## src/hdl/usc_params.svh

```systemverilog
// constants for the serial status and control block
`ifndef USC_PARAMS_SVH
`define USC_PARAMS_SVH
// register byte offsets
`define USC_OFS_STA 8'h00
`define USC_OFS_MODE 8'h04
`define USC_OFS_TXD 8'h08
`define USC_OFS_RXD 8'h0C
// status and control field positions
`define USC_MASK_LSB 24
`define USC_ADDR_LSB 16
`define USC_TXISEL_LSB 14
`define USC_TXINV_BIT 13
`define USC_RXEN_BIT 12
`define USC_BRK_BIT 11
`define USC_TXEN_BIT 10
`define USC_TXBF_BIT 9
`define USC_TX_SHIFT_EMPTY_BIT 8
`define USC_RXISEL_LSB 6
`define USC_ADDRESS_DETECT_ENABLE_BIT 5
`define USC_RECEIVER_IDLE_BIT 4
`define USC_PARITY_ERROR_BIT 3
`define USC_FRAMING_ERROR_BIT 2
`define USC_OVERRUN_ERROR_BIT 1
`define USC_RXDA_BIT 0
// mode register field positions
`define USC_ON_BIT 15
`define USC_INFRARED_CODEC_ENABLE_BIT 12
`define USC_PDS_LSB 1
`define USC_RUN_ON_OVERFLOW_BIT 16
// reset values
`define USC_STA_RESET 32'h0000_0110
`define USC_MODE_RESET 32'h0000_0000
// nine data bits, no parity
`define USC_PDS_NINE 2'h3
// buffer depth
`define USC_FIFO_DEPTH 8
`endif

```

## src/hdl/usc_pkg.sv

```systemverilog
// types shared by the serial status and control block
package usc_pkg;
  // interrupt level selects, shared coding for both directions
  typedef enum logic [1:0] {
    USC_SEL_ANY = 2'h0,
    USC_SEL_MID = 2'h1,
    USC_SEL_HIGH = 2'h2,
    USC_SEL_RSVD = 2'h3
  } usc_sel_t;
  // receive buffer entry: errors travel with their character
  typedef struct packed {
    logic parErr;
    logic frmErr;
    logic [8:0] data;
  } usc_rx_entry_t;
endpackage

```

## src/hdl/usc_status_control.sv

```systemverilog
// serial port status and control registers with transmit and receive buffers
// Summary of operation
// - each mask bit chooses whether that address bit is compared; zeros match all
// - with address detect on, the eight-bit match field is the address character
// - tx interrupt: 10 buffer empty, 01 all shifted out, 00 slot free, 11 none
// - infrared off: invert set idles the tx line low, clear idles high
// - infrared on: invert set idles encoded line high, clear idles low
// - receiver enabled and module on owns the rx pin, otherwise pin ignored
// - disabling the receiver releases the pin, keeps buffer and receive flags
// - send break sends start, twelve zeros, stop, then clears itself
// - disabling transmitter aborts, empties buffer, clears flags, releases pin
// - buffer full flag is one when no transmit slot is free
// - shift empty flag is one only when shifter and buffer are empty
// - rx interrupt: 10 three quarters, 01 half, 00 any character, 11 none
// - address detection works only in nine-bit data mode
// - receiver idle reads zero while a character is arriving
// - parity error shows the flag of the character at the buffer head
// - framing error shows the flag of the character at the buffer head
// - overrun set by hardware on overflow, cleared only by software writing zero
// - clearing a set overrun flushes receive buffer and shift register
// - data available reads one while the receive buffer holds a character
// - nine-bit mode is parity and data select code 11
// - run on overflow keeps the shifter running, else it stops accepting
`timescale 1ns/100ps
`include "usc_params.svh"
module usc_status_control #(
  parameter int DEPTH = `USC_FIFO_DEPTH
) (
  input wire logic sys_clk,
  input wire logic rst_n,
  input wire logic wb_cyc_i,
  input wire logic wb_stb_i,
  input wire logic wb_we_i,
  input wire logic [7:0] wb_adr_i,
  input wire logic [3:0] wb_sel_i,
  input wire logic [31:0] wb_dat_i,
  output logic [31:0] wb_dat_o,
  output logic wb_ack_o,
  output logic txCharValid,
  output logic [8:0] txChar,
  input wire logic txCharTake,
  input wire logic txBusy,
  input wire logic txBitRaw,
  input wire logic irEncBit,
  output logic txBreakReq,
  input wire logic txBreakDone,
  output logic txAbort,
  output logic tx_pin_o,
  output logic tx_pin_oe,
  input wire logic rx_pin,
  output logic rxLine,
  output logic rxPinOwned,
  input wire logic rxActive,
  input wire logic rxCharValid,
  input wire logic [8:0] rxChar,
  input wire logic rxParErr,
  input wire logic rxFrmErr,
  output logic rxHold,
  output logic rxFlush,
  output logic txIrq,
  output logic rxIrq,
  output logic irEnable,
  output logic [1:0] parDataSel
);
  import usc_pkg::*;

  localparam int PW = $clog2(DEPTH);

  // ==========================================================
  // elaboration checks
  generate
    if (DEPTH < 4 || (1 << PW) != DEPTH) begin : g_badDepth
      $error("usc_status_control: DEPTH must be a power of two, at least 4");
    end
  endgenerate

  // ==========================================================
  // helpers
  // byte-lane merge, used for the status and mode registers
  function automatic logic [31:0] laneMerge(input logic [31:0] oldV, input logic [31:0] newV,
                                            input logic [3:0] sel);
    logic [31:0] r;
    r = oldV;
    for (int i = 0; i < 4; i++) begin
      if (sel[i]) begin
        r[i*8 +: 8] = newV[i*8 +: 8];
      end
    end
    return r;
  endfunction

  // ==========================================================
  // bus slave
  logic ack_r;
  logic [31:0] rdat_r;
  logic [31:0] readMux;
  wire busAcc = wb_cyc_i & wb_stb_i;
  wire commit = busAcc & ack_r; // the edge where the master sees ack
  wire wrCommit = commit & wb_we_i;
  wire hitSta = (wb_adr_i == `USC_OFS_STA);
  wire hitMode = (wb_adr_i == `USC_OFS_MODE);
  wire hitTxd = (wb_adr_i == `USC_OFS_TXD);
  wire hitRxd = (wb_adr_i == `USC_OFS_RXD);

  // one wait cycle, ack held for one cycle only
  // read data is latched on the first edge, so a status bit that moves
  // during the wait cycle is reported with its older value
  always_ff @(posedge sys_clk or negedge rst_n) begin
    if (!rst_n) begin
      ack_r <= 1'b0;
      rdat_r <= 32'h0000_0000;
    end else begin
      ack_r <= busAcc & ~ack_r;
      if (busAcc & ~ack_r) begin
        rdat_r <= readMux;
      end
    end
  end
  assign wb_ack_o = ack_r;
  assign wb_dat_o = rdat_r;

  // ==========================================================
  // control fields
  logic [7:0] mask_r;
  logic [7:0] matchAddr_r;
  logic [1:0] txSel_r;
  logic [1:0] rxSel_r;
  logic txInv_r, rxEn_r, brk_r, txEn_r, address_detect_enable_r, overrun_error_r;
  logic modOn_r, infrared_codec_enable_r, run_on_overflow_r;
  logic [1:0] pds_r;
  wire [31:0] staNew = laneMerge(readMux, wb_dat_i, wb_sel_i);
  wire staWr = wrCommit & hitSta;
  wire modeWr = wrCommit & hitMode;
  wire [31:0] modeNew = laneMerge(readMux, wb_dat_i, wb_sel_i);
  wire txOff = staWr & txEn_r & ~staNew[`USC_TXEN_BIT];
  wire oerrClr = staWr & overrun_error_r & ~staNew[`USC_OVERRUN_ERROR_BIT];

  // ==========================================================
  // transmit buffer
  logic [8:0] txMem [DEPTH];
  logic [PW-1:0] txWp_r, txRp_r;
  logic [PW:0] txCnt_r;
  wire txFull = (txCnt_r == (PW+1)'(DEPTH));
  wire txEmpty = (txCnt_r == '0);
  wire txPush = wrCommit & hitTxd & ~txFull;
  wire txPop = txCharTake & ~txEmpty & txEn_r;
  wire [PW-1:0] txRpNxt = txPop ? txRp_r + 1'b1 : txRp_r;
  wire [PW:0] txCntNxt = txCnt_r + (PW+1)'(txPush) - (PW+1)'(txPop);
  // a push that becomes the head lands in memory on this same edge, so the
  // head copy is bypassed from the bus or the engine would see a stale slot
  wire txHeadBypass = txPush & (txWp_r == txRpNxt);
  wire [8:0] txHeadNxt = txHeadBypass ? wb_dat_i[8:0] : txMem[txRpNxt];
  wire tx_shift_empty = txEmpty & ~txBusy;

  always_ff @(posedge sys_clk) begin
    if (txPush) begin
      txMem[txWp_r] <= wb_dat_i[8:0];
    end
  end

  // disabling the transmitter flushes the queue
  always_ff @(posedge sys_clk or negedge rst_n) begin
    if (!rst_n) begin
      txWp_r <= '0;
      txRp_r <= '0;
      txCnt_r <= '0;
    end else if (txOff) begin
      txWp_r <= '0;
      txRp_r <= '0;
      txCnt_r <= '0;
    end else begin
      txWp_r <= txPush ? txWp_r + 1'b1 : txWp_r;
      txRp_r <= txRpNxt;
      txCnt_r <= txCntNxt;
    end
  end

  // ==========================================================
  // receive buffer and address filter
  usc_rx_entry_t rxMem [DEPTH];
  logic [PW-1:0] rxWp_r, rxRp_r;
  logic [PW:0] rxCnt_r;
  logic matched_r;
  usc_rx_entry_t rxIn;
  usc_rx_entry_t rxHead;
  wire addrMode = address_detect_enable_r & (pds_r == `USC_PDS_NINE);
  // masked compare with the match field
  wire addrHit = (((rxChar[7:0] ^ matchAddr_r) & mask_r) == 8'h00);
  wire isAddr = rxChar[8];
  // drop data until an address matches
  wire keepChar = ~addrMode | (isAddr ? addrHit : matched_r);
  wire rxFull = (rxCnt_r == (PW+1)'(DEPTH));
  wire rxEmpty = (rxCnt_r == '0);
  wire rxOffer = rxCharValid & keepChar & ~rxHold;
  wire rxPush = rxOffer & ~rxFull;
  wire rxOvf = rxOffer & rxFull;
  wire rxPop = commit & ~wb_we_i & hitRxd & ~rxEmpty;
  assign rxIn = '{parErr: rxParErr, frmErr: rxFrmErr, data: rxChar};
  assign rxHead = rxMem[rxRp_r];

  always_ff @(posedge sys_clk) begin
    if (rxPush) begin
      rxMem[rxWp_r] <= rxIn;
    end
  end

  // clearing overrun empties the buffer
  // a character arriving on the flushing edge is lost along with the rest
  always_ff @(posedge sys_clk or negedge rst_n) begin
    if (!rst_n) begin
      rxWp_r <= '0;
      rxRp_r <= '0;
      rxCnt_r <= '0;
    end else if (oerrClr & ~rxOvf) begin
      rxWp_r <= '0;
      rxRp_r <= '0;
      rxCnt_r <= '0;
    end else begin
      rxWp_r <= rxPush ? rxWp_r + 1'b1 : rxWp_r;
      rxRp_r <= rxPop ? rxRp_r + 1'b1 : rxRp_r;
      rxCnt_r <= rxCnt_r + (PW+1)'(rxPush) - (PW+1)'(rxPop);
    end
  end

  // address match memory, leaving address mode forgets it
  // data seen before any matching address is always dropped
  always_ff @(posedge sys_clk or negedge rst_n) begin
    if (!rst_n) begin
      matched_r <= 1'b0;
    end else if (~addrMode) begin
      matched_r <= 1'b0;
    end else if (rxCharValid & isAddr) begin
      matched_r <= addrHit;
    end
  end

  // ==========================================================
  // register writes and hardware-owned bits
  always_ff @(posedge sys_clk or negedge rst_n) begin
    if (!rst_n) begin
      mask_r <= 8'h00;
      matchAddr_r <= 8'h00;
      txSel_r <= 2'h0;
      rxSel_r <= 2'h0;
      txInv_r <= 1'b0;
      rxEn_r <= 1'b0;
      brk_r <= 1'b0;
      txEn_r <= 1'b0;
      address_detect_enable_r <= 1'b0;
      overrun_error_r <= 1'b0;
      modOn_r <= 1'b0;
      infrared_codec_enable_r <= 1'b0;
      run_on_overflow_r <= 1'b0;
      pds_r <= 2'h0;
    end else begin
      if (staWr) begin
        mask_r <= staNew[`USC_MASK_LSB +: 8];
        matchAddr_r <= staNew[`USC_ADDR_LSB +: 8];
        txSel_r <= staNew[`USC_TXISEL_LSB +: 2];
        rxSel_r <= staNew[`USC_RXISEL_LSB +: 2];
        txInv_r <= staNew[`USC_TXINV_BIT];
        rxEn_r <= staNew[`USC_RXEN_BIT];
        txEn_r <= staNew[`USC_TXEN_BIT];
        address_detect_enable_r <= staNew[`USC_ADDRESS_DETECT_ENABLE_BIT];
      end
      // break self-clears when its frame ends; a fresh set wins
      if (staWr & staNew[`USC_BRK_BIT] & ~txOff) begin
        brk_r <= 1'b1;
      end else if (txBreakDone | txOff | (staWr & ~staNew[`USC_BRK_BIT])) begin
        brk_r <= 1'b0;
      end
      // overflow sets, only software clears, set wins
      if (rxOvf) begin
        overrun_error_r <= 1'b1;
      end else if (oerrClr) begin
        overrun_error_r <= 1'b0;
      end
      if (modeWr) begin
        modOn_r <= modeNew[`USC_ON_BIT];
        infrared_codec_enable_r <= modeNew[`USC_INFRARED_CODEC_ENABLE_BIT];
        pds_r <= modeNew[`USC_PDS_LSB +: 2];
        run_on_overflow_r <= modeNew[`USC_RUN_ON_OVERFLOW_BIT];
      end
    end
  end

  // ==========================================================
  // read decode
  wire txOwn = txEn_r & modOn_r;
  wire rxOwn = rxEn_r & modOn_r;
  wire [31:0] staRd = {mask_r, matchAddr_r, txSel_r, txInv_r, rxEn_r, brk_r, txEn_r,
                       txFull, tx_shift_empty, rxSel_r, address_detect_enable_r,
                       ~(rxOwn & rxActive), // idle flag
                       ~rxEmpty & rxHead.parErr, // head parity
                       ~rxEmpty & rxHead.frmErr, // head framing
                       overrun_error_r,
                       ~rxEmpty}; // data available
  wire [31:0] modeRd = {15'h0000, run_on_overflow_r, modOn_r, 2'h0, infrared_codec_enable_r, 9'h000, pds_r, 1'b0};
  wire [31:0] rxdRd = {23'h00_0000, rxEmpty ? 9'h000 : rxHead.data};
  // unmapped offsets read zero and drop writes
  assign readMux = hitSta ? staRd : hitMode ? modeRd : hitRxd ? rxdRd : 32'h0000_0000;

  // ==========================================================
  // interrupt levels
  // tx levels are judged on the next count so they move with the write itself
  logic txIrqNxt, rxIrqNxt;
  always_comb begin
    case (usc_sel_t'(txSel_r))
      USC_SEL_HIGH: txIrqNxt = (txCntNxt == '0);
      USC_SEL_MID: txIrqNxt = (txCntNxt == '0) & ~txBusy;
      USC_SEL_ANY: txIrqNxt = (txCntNxt != (PW+1)'(DEPTH));
      default: txIrqNxt = 1'b0;
    endcase
    // rx level select, thresholds from depth
    case (usc_sel_t'(rxSel_r))
      USC_SEL_HIGH: rxIrqNxt = (rxCnt_r >= (PW+1)'(DEPTH * 3 / 4));
      USC_SEL_MID: rxIrqNxt = (rxCnt_r >= (PW+1)'(DEPTH / 2));
      USC_SEL_ANY: rxIrqNxt = ~rxEmpty;
      default: rxIrqNxt = 1'b0;
    endcase
  end

  // ==========================================================
  // pins and engine outputs, all registered
  always_ff @(posedge sys_clk or negedge rst_n) begin
    if (!rst_n) begin
      txCharValid <= 1'b0;
      txChar <= 9'h000;
      txBreakReq <= 1'b0;
      txAbort <= 1'b0;
      tx_pin_o <= 1'b1;
      tx_pin_oe <= 1'b0;
      rxLine <= 1'b1;
      rxPinOwned <= 1'b0;
      rxHold <= 1'b0;
      rxFlush <= 1'b0;
      txIrq <= 1'b0;
      rxIrq <= 1'b0;
      irEnable <= 1'b0;
      parDataSel <= 2'h0;
    end else begin
      // valid and head track the next pointer so a take never repeats
      txCharValid <= (txCntNxt != '0) & ~txOff & txEn_r;
      txChar <= txHeadNxt;
      txBreakReq <= brk_r;
      txAbort <= txOff;
      // idle level follows invert, per encoding
      tx_pin_o <= infrared_codec_enable_r ? (irEncBit ^ txInv_r) : (txBitRaw ^ txInv_r);
      tx_pin_oe <= txOwn & ~txOff;
      // an unowned line rests at mark so the engine never sees a start bit
      // pin ignored unless enabled and on
      rxLine <= rxOwn ? rx_pin : 1'b1;
      rxPinOwned <= rxOwn;
      // stop accepting on overrun unless told to run
      rxHold <= (overrun_error_r | rxOvf) & ~run_on_overflow_r & ~(oerrClr & ~rxOvf);
      rxFlush <= oerrClr & ~rxOvf;
      txIrq <= txIrqNxt & txEn_r;
      rxIrq <= rxIrqNxt;
      irEnable <= infrared_codec_enable_r;
      parDataSel <= pds_r;
    end
  end
endmodule
```

## config.mk

```make
export PLATFORM = sky130hd
export DESIGN_NAME = usc_status_control
export DESIGN_NICKNAME = d
export VERILOG_FILES = /design/src/hdl/usc_pkg.sv /design/src/hdl/usc_status_control.sv
export VERILOG_INCLUDE_DIRS = /design/src /design/src/hdl
export SDC_FILE = /design/constraint.sdc
export NUM_CORES = 1
export LEC_CHECK = 0
export ABC_AREA = 0
export BUFFER_PORTS_ARGS = -buffer_cell sky130_fd_sc_hd__buf_2
export CORE_ASPECT_RATIO = 0.75
export CORE_UTILIZATION = 60
export CTS_CLUSTER_DIAMETER = 40
export DETAILED_ROUTE_END_ITERATION = 12
export GPL_ROUTABILITY_DRIVEN = 1
export PLACE_DENSITY = 0.81
export SYNTH_ARGS = -nofsm -noshare
export SYNTH_HDL_FRONTEND = slang
export SYNTH_SLANG_ARGS = --single-unit
```

## constraint.sdc

```tcl
create_clock -name sys_clk -period 5.35 [get_ports sys_clk]
set_clock_uncertainty 0.05 [all_clocks]
set_input_delay 0.2675 -clock sys_clk [delete_from_list [all_inputs] [get_ports sys_clk]]
set_output_delay 0.2675 -clock sys_clk [all_outputs]
set_load 0.01 [all_outputs]
```

==> results_dict.tcl <==
set metrics [dict create \
    setup-violations-final 0 \
    wl_met1_um 10810 \
    final_cell_mix "edfxtp_1 (160), buf_2 (121), nand2_1 (109), dfrtp_1 (106), mux2i_1 (52)" \
    finalSetupTns_ps 0 \
    dieArea_um2 19180 \
    placedCellCount 1116 \
    crit_path_cell_trace "dlygate4sd3_1 > buf_2 > xor2_1 > a22oi_1 > nand4_1 > a31oi_1 > nor2b_1 > inv_1 > nor3_1 > buf_4" \
    grtUsageTotal_pct 29.16 \
    synth.top_cell.area_share_pct 43.00 \
    yosys.area.top_type "edfxtp_1" \
    worstMarginPinSlew_ps 1137 \
    met2_length_um 12780 \
    via_per_inst 6.057 \
    dieWidth_um 159.6 \
    h-tree-depth 1 \
    hold_end "rxMem[4][5]" \
    port_buffers 122 \
    synth_edf_count 160 \
    drive_gt1_share_pct 25.85 \
    drc 0 \
    yosysWarningCount 0 \
    met3_length_um 2527 \
    finalPower_mw 5.129 \
    ys_types 55 \
    async_flop_share_pct 40.30 \
    drv_cap 0 \
    hold_viol 0 \
    grt_overflow 0 \
    finalCritPeriodShare_pct 70.66 \
    clk_pin_slew_ps 70 \
    ff2ff_path_depth 8 \
    path_max_fanout 9 \
    clk-insertion-delay-late_ps 550 \
    wl_per_cell_um 22.31 \
    die_h_um 120.2 \
    core_um2 17920 \
    cp-end-kind "flip-flop" \
    syn_area_per_cell_um2 14.47 \
    fmax_mhz 264.5 \
    relSlewSlack_pct 23.66 \
    syn_to_final_growth_pct 21.70 \
    clockRootBuffer "clkbuf_16" \
    p_leak_nw 5.874 \
    seq_area_frac_synth_pct 67.21 \
    io_pins 124 \
    synth-seq-cells 268 \
    critPathKind "input port to flip-flop" \
    power_density_nw_per_um2 377.2 \
    fin_nets 1031 \
    first_pass_iters 5 \
    syn_nets 859 \
    drt-initial-drc-count 858 \
    ys.flop_type "edfxtp_1" \
    min_from "rxChar[5]" \
    cp_slowest_stage_delay_ps 830 \
    synthTopCellsByArea "edfxtp_1 (43%), dfrtp_1 (24%), mux2i_1 (4.7%), mux4_2 (4.4%), nand2_1 (3.7%)" \
    ir_drop_mv 0.3434 \
    synth_area_um2 11170 \
    syn_inst 772 \
    maxSlewViolCount 0 \
    grt_max_degree 59 \
    tritoncts "built" \
    grt_first_pass_wirelength_um 42370 \
    antenna_found_initial 1 \
    final_antenna_net_count 0 \
    ctsResizeCount 0 \
    routed_wl_um 26980 \
    cts_sinks 268 \
    rsz0062_at_grt "false" \
    final_cell_count_no_fill 1209 \
    ff2ff_setup_slack_ps 1600 \
    hpwl_um 16270 \
    antennaDiodeCount 0 \
    gp_congestion 0.8021 \
    clock_path_buffers 3 \
    min_path_cells 1 \
    postCtsSetupBuffers 0 \
    vias 7323 \
    highest_layer "met4" \
    critPathLaunchType "input port" \
    timing.rr.start "matchAddr_r[0]" \
    fp-row-count 42 \
    initial_core_util_pct 62.35 \
    finalCriticalPeriod_ps 3780 \
    status "finished clean" \
    crit_slowest_cell "nor3_1" \
    fill_cells 1023 \
    cts_made_buffers 29 \
    grt_pass1_vias 7567 \
    hold_path_class "input port to flip-flop" \
    crit_required_ps 5560 \
    critPathArrivalTime_ps 3990 \
    final_common_cell "edfxtp_1" \
    r2r_end "rxMem[6][2]" \
]
-- worst max-delay path, delay by kind of cell --
family / cells / cell delay (ps)
compound gates: 2 / 750
xor+xnor: 1 / 180
buf+inv: 4 / 1340
simple gates: 3 / 1440
-- per-layer routing --
metal / global-route usage (%) / vias to the layer above
li1: - / 3212
met2: 46.23 / 418
met3: 6.484 / 79
met5: 0 / -
met4: 10.10 / 0
met1: 40.47 / 3614
-- report_power, final --
part,leakage [nW],total [mW],internal [mW],switching [mW]
clock network,0.537,2.26,1.41,0.847
registers,2.87,2.39,2.30,0.0854
logic,2.46,0.482,0.209,0.273
-- sequential cells by signal, summed over array words and instances (netlist names), 3 cells and up --
| name | flops |
|---|---|
| rxMem | 88 |
| rxRp_r | 3 |
| rxCnt_r | 4 |
| rxWp_r | 3 |
| wb_dat_o | 32 |
| txRp_r | 3 |
| txChar | 9 |
| txWp_r | 3 |
| matchAddr_r | 8 |
| txCnt_r | 4 |
| mask_r | 8 |
| txMem | 72 |
-- Yosys cell counts, drive strengths merged, types with 3 or more instances --
cell    number
nand2      109
inv         20
and3         4
mux4        22
xor2        11
dfrtp      106
edfxtp     160
nor2        28
ha          17
nor2b       10
and2         6
o21ai       28
buf         15
clkbuf      15
xnor2        9
o21a         3
mux2i       52
nor4         7
o31ai        5
a22oi        4
nor3         6
nor3b        4
a21oi       12
a221oi       9
nand3       27
a22o        12
a31oi        4
mux2        31
nand2b       5
-- cells by family (layout without fill, tap and decap cells) --
logic type | Yosys count | in the layout | share of synthesized area [%]
DFF | 268 | 268 | 67.21
and+or+nand+nor | 220 | 220 | 9.462
buffers and inverters | 50 | 245 | 1.825
AOI/OAI and AO/OA | 90 | 90 | 5.454
muxes | 105 | 105 | 12.22
xor gates and xnor gates | 20 | 20 | 1.568
adders and majority gates | 19 | 19 | 2.262
-- worst max-delay path by stage --
stage,startpoint,to,slack (ps),cells after the start
3_5_place_dp,rxChar[0],rxMem[6][4],1750,9
3_3_place_gp,rxChar[0],rxMem[6][4],1740,9
2_1_floorplan,matchAddr_r[7],rxMem[2][0],2020,7
4_1_cts,matchAddr_r[0],rxMem[6][7],1640,8
6_report,rxChar[0],rxMem[6][2],1570,10
5_1_grt,matchAddr_r[4],rxMem[6][7],1320,8
-- metrics by stage --
stage,worst slack (ps),area [µm²],hold WS [ps],util [%]
2_1_floorplan,2024,11170,-78.09,-
3_3_place_gp,1742,12110,349.7,67.60
3_5_place_dp,1751,12110,339.3,67.60
4_1_cts,1642,13600,2.816,75.88
5_1_grt,1321,13600,18.71,75.88
6_report,1570,13600,15.72,75.88
-- layout make-up --
class | count | area (µm²) | area share, %
clock buffers | 35 | 800.8 | 5.889
clock inverters | 19 | 294.0 | 2.162
inverters | 20 | 75.07 | 0.5521
multi-input cells | 454 | 3537 | 26.01
flip-flops and latches | 268 | 7510 | 55.23
well taps | 242 | 302.8 | 2.227
repair buffers | 171 | 1079 | 7.932
-- what timing repair did --
item                                    in CTS  in global routing
hold buffers                                39                  0
endpoints found under the setup margin       0                  0
hold endpoints to repair                   171                  0
Power figures use the tool's default switching activity.
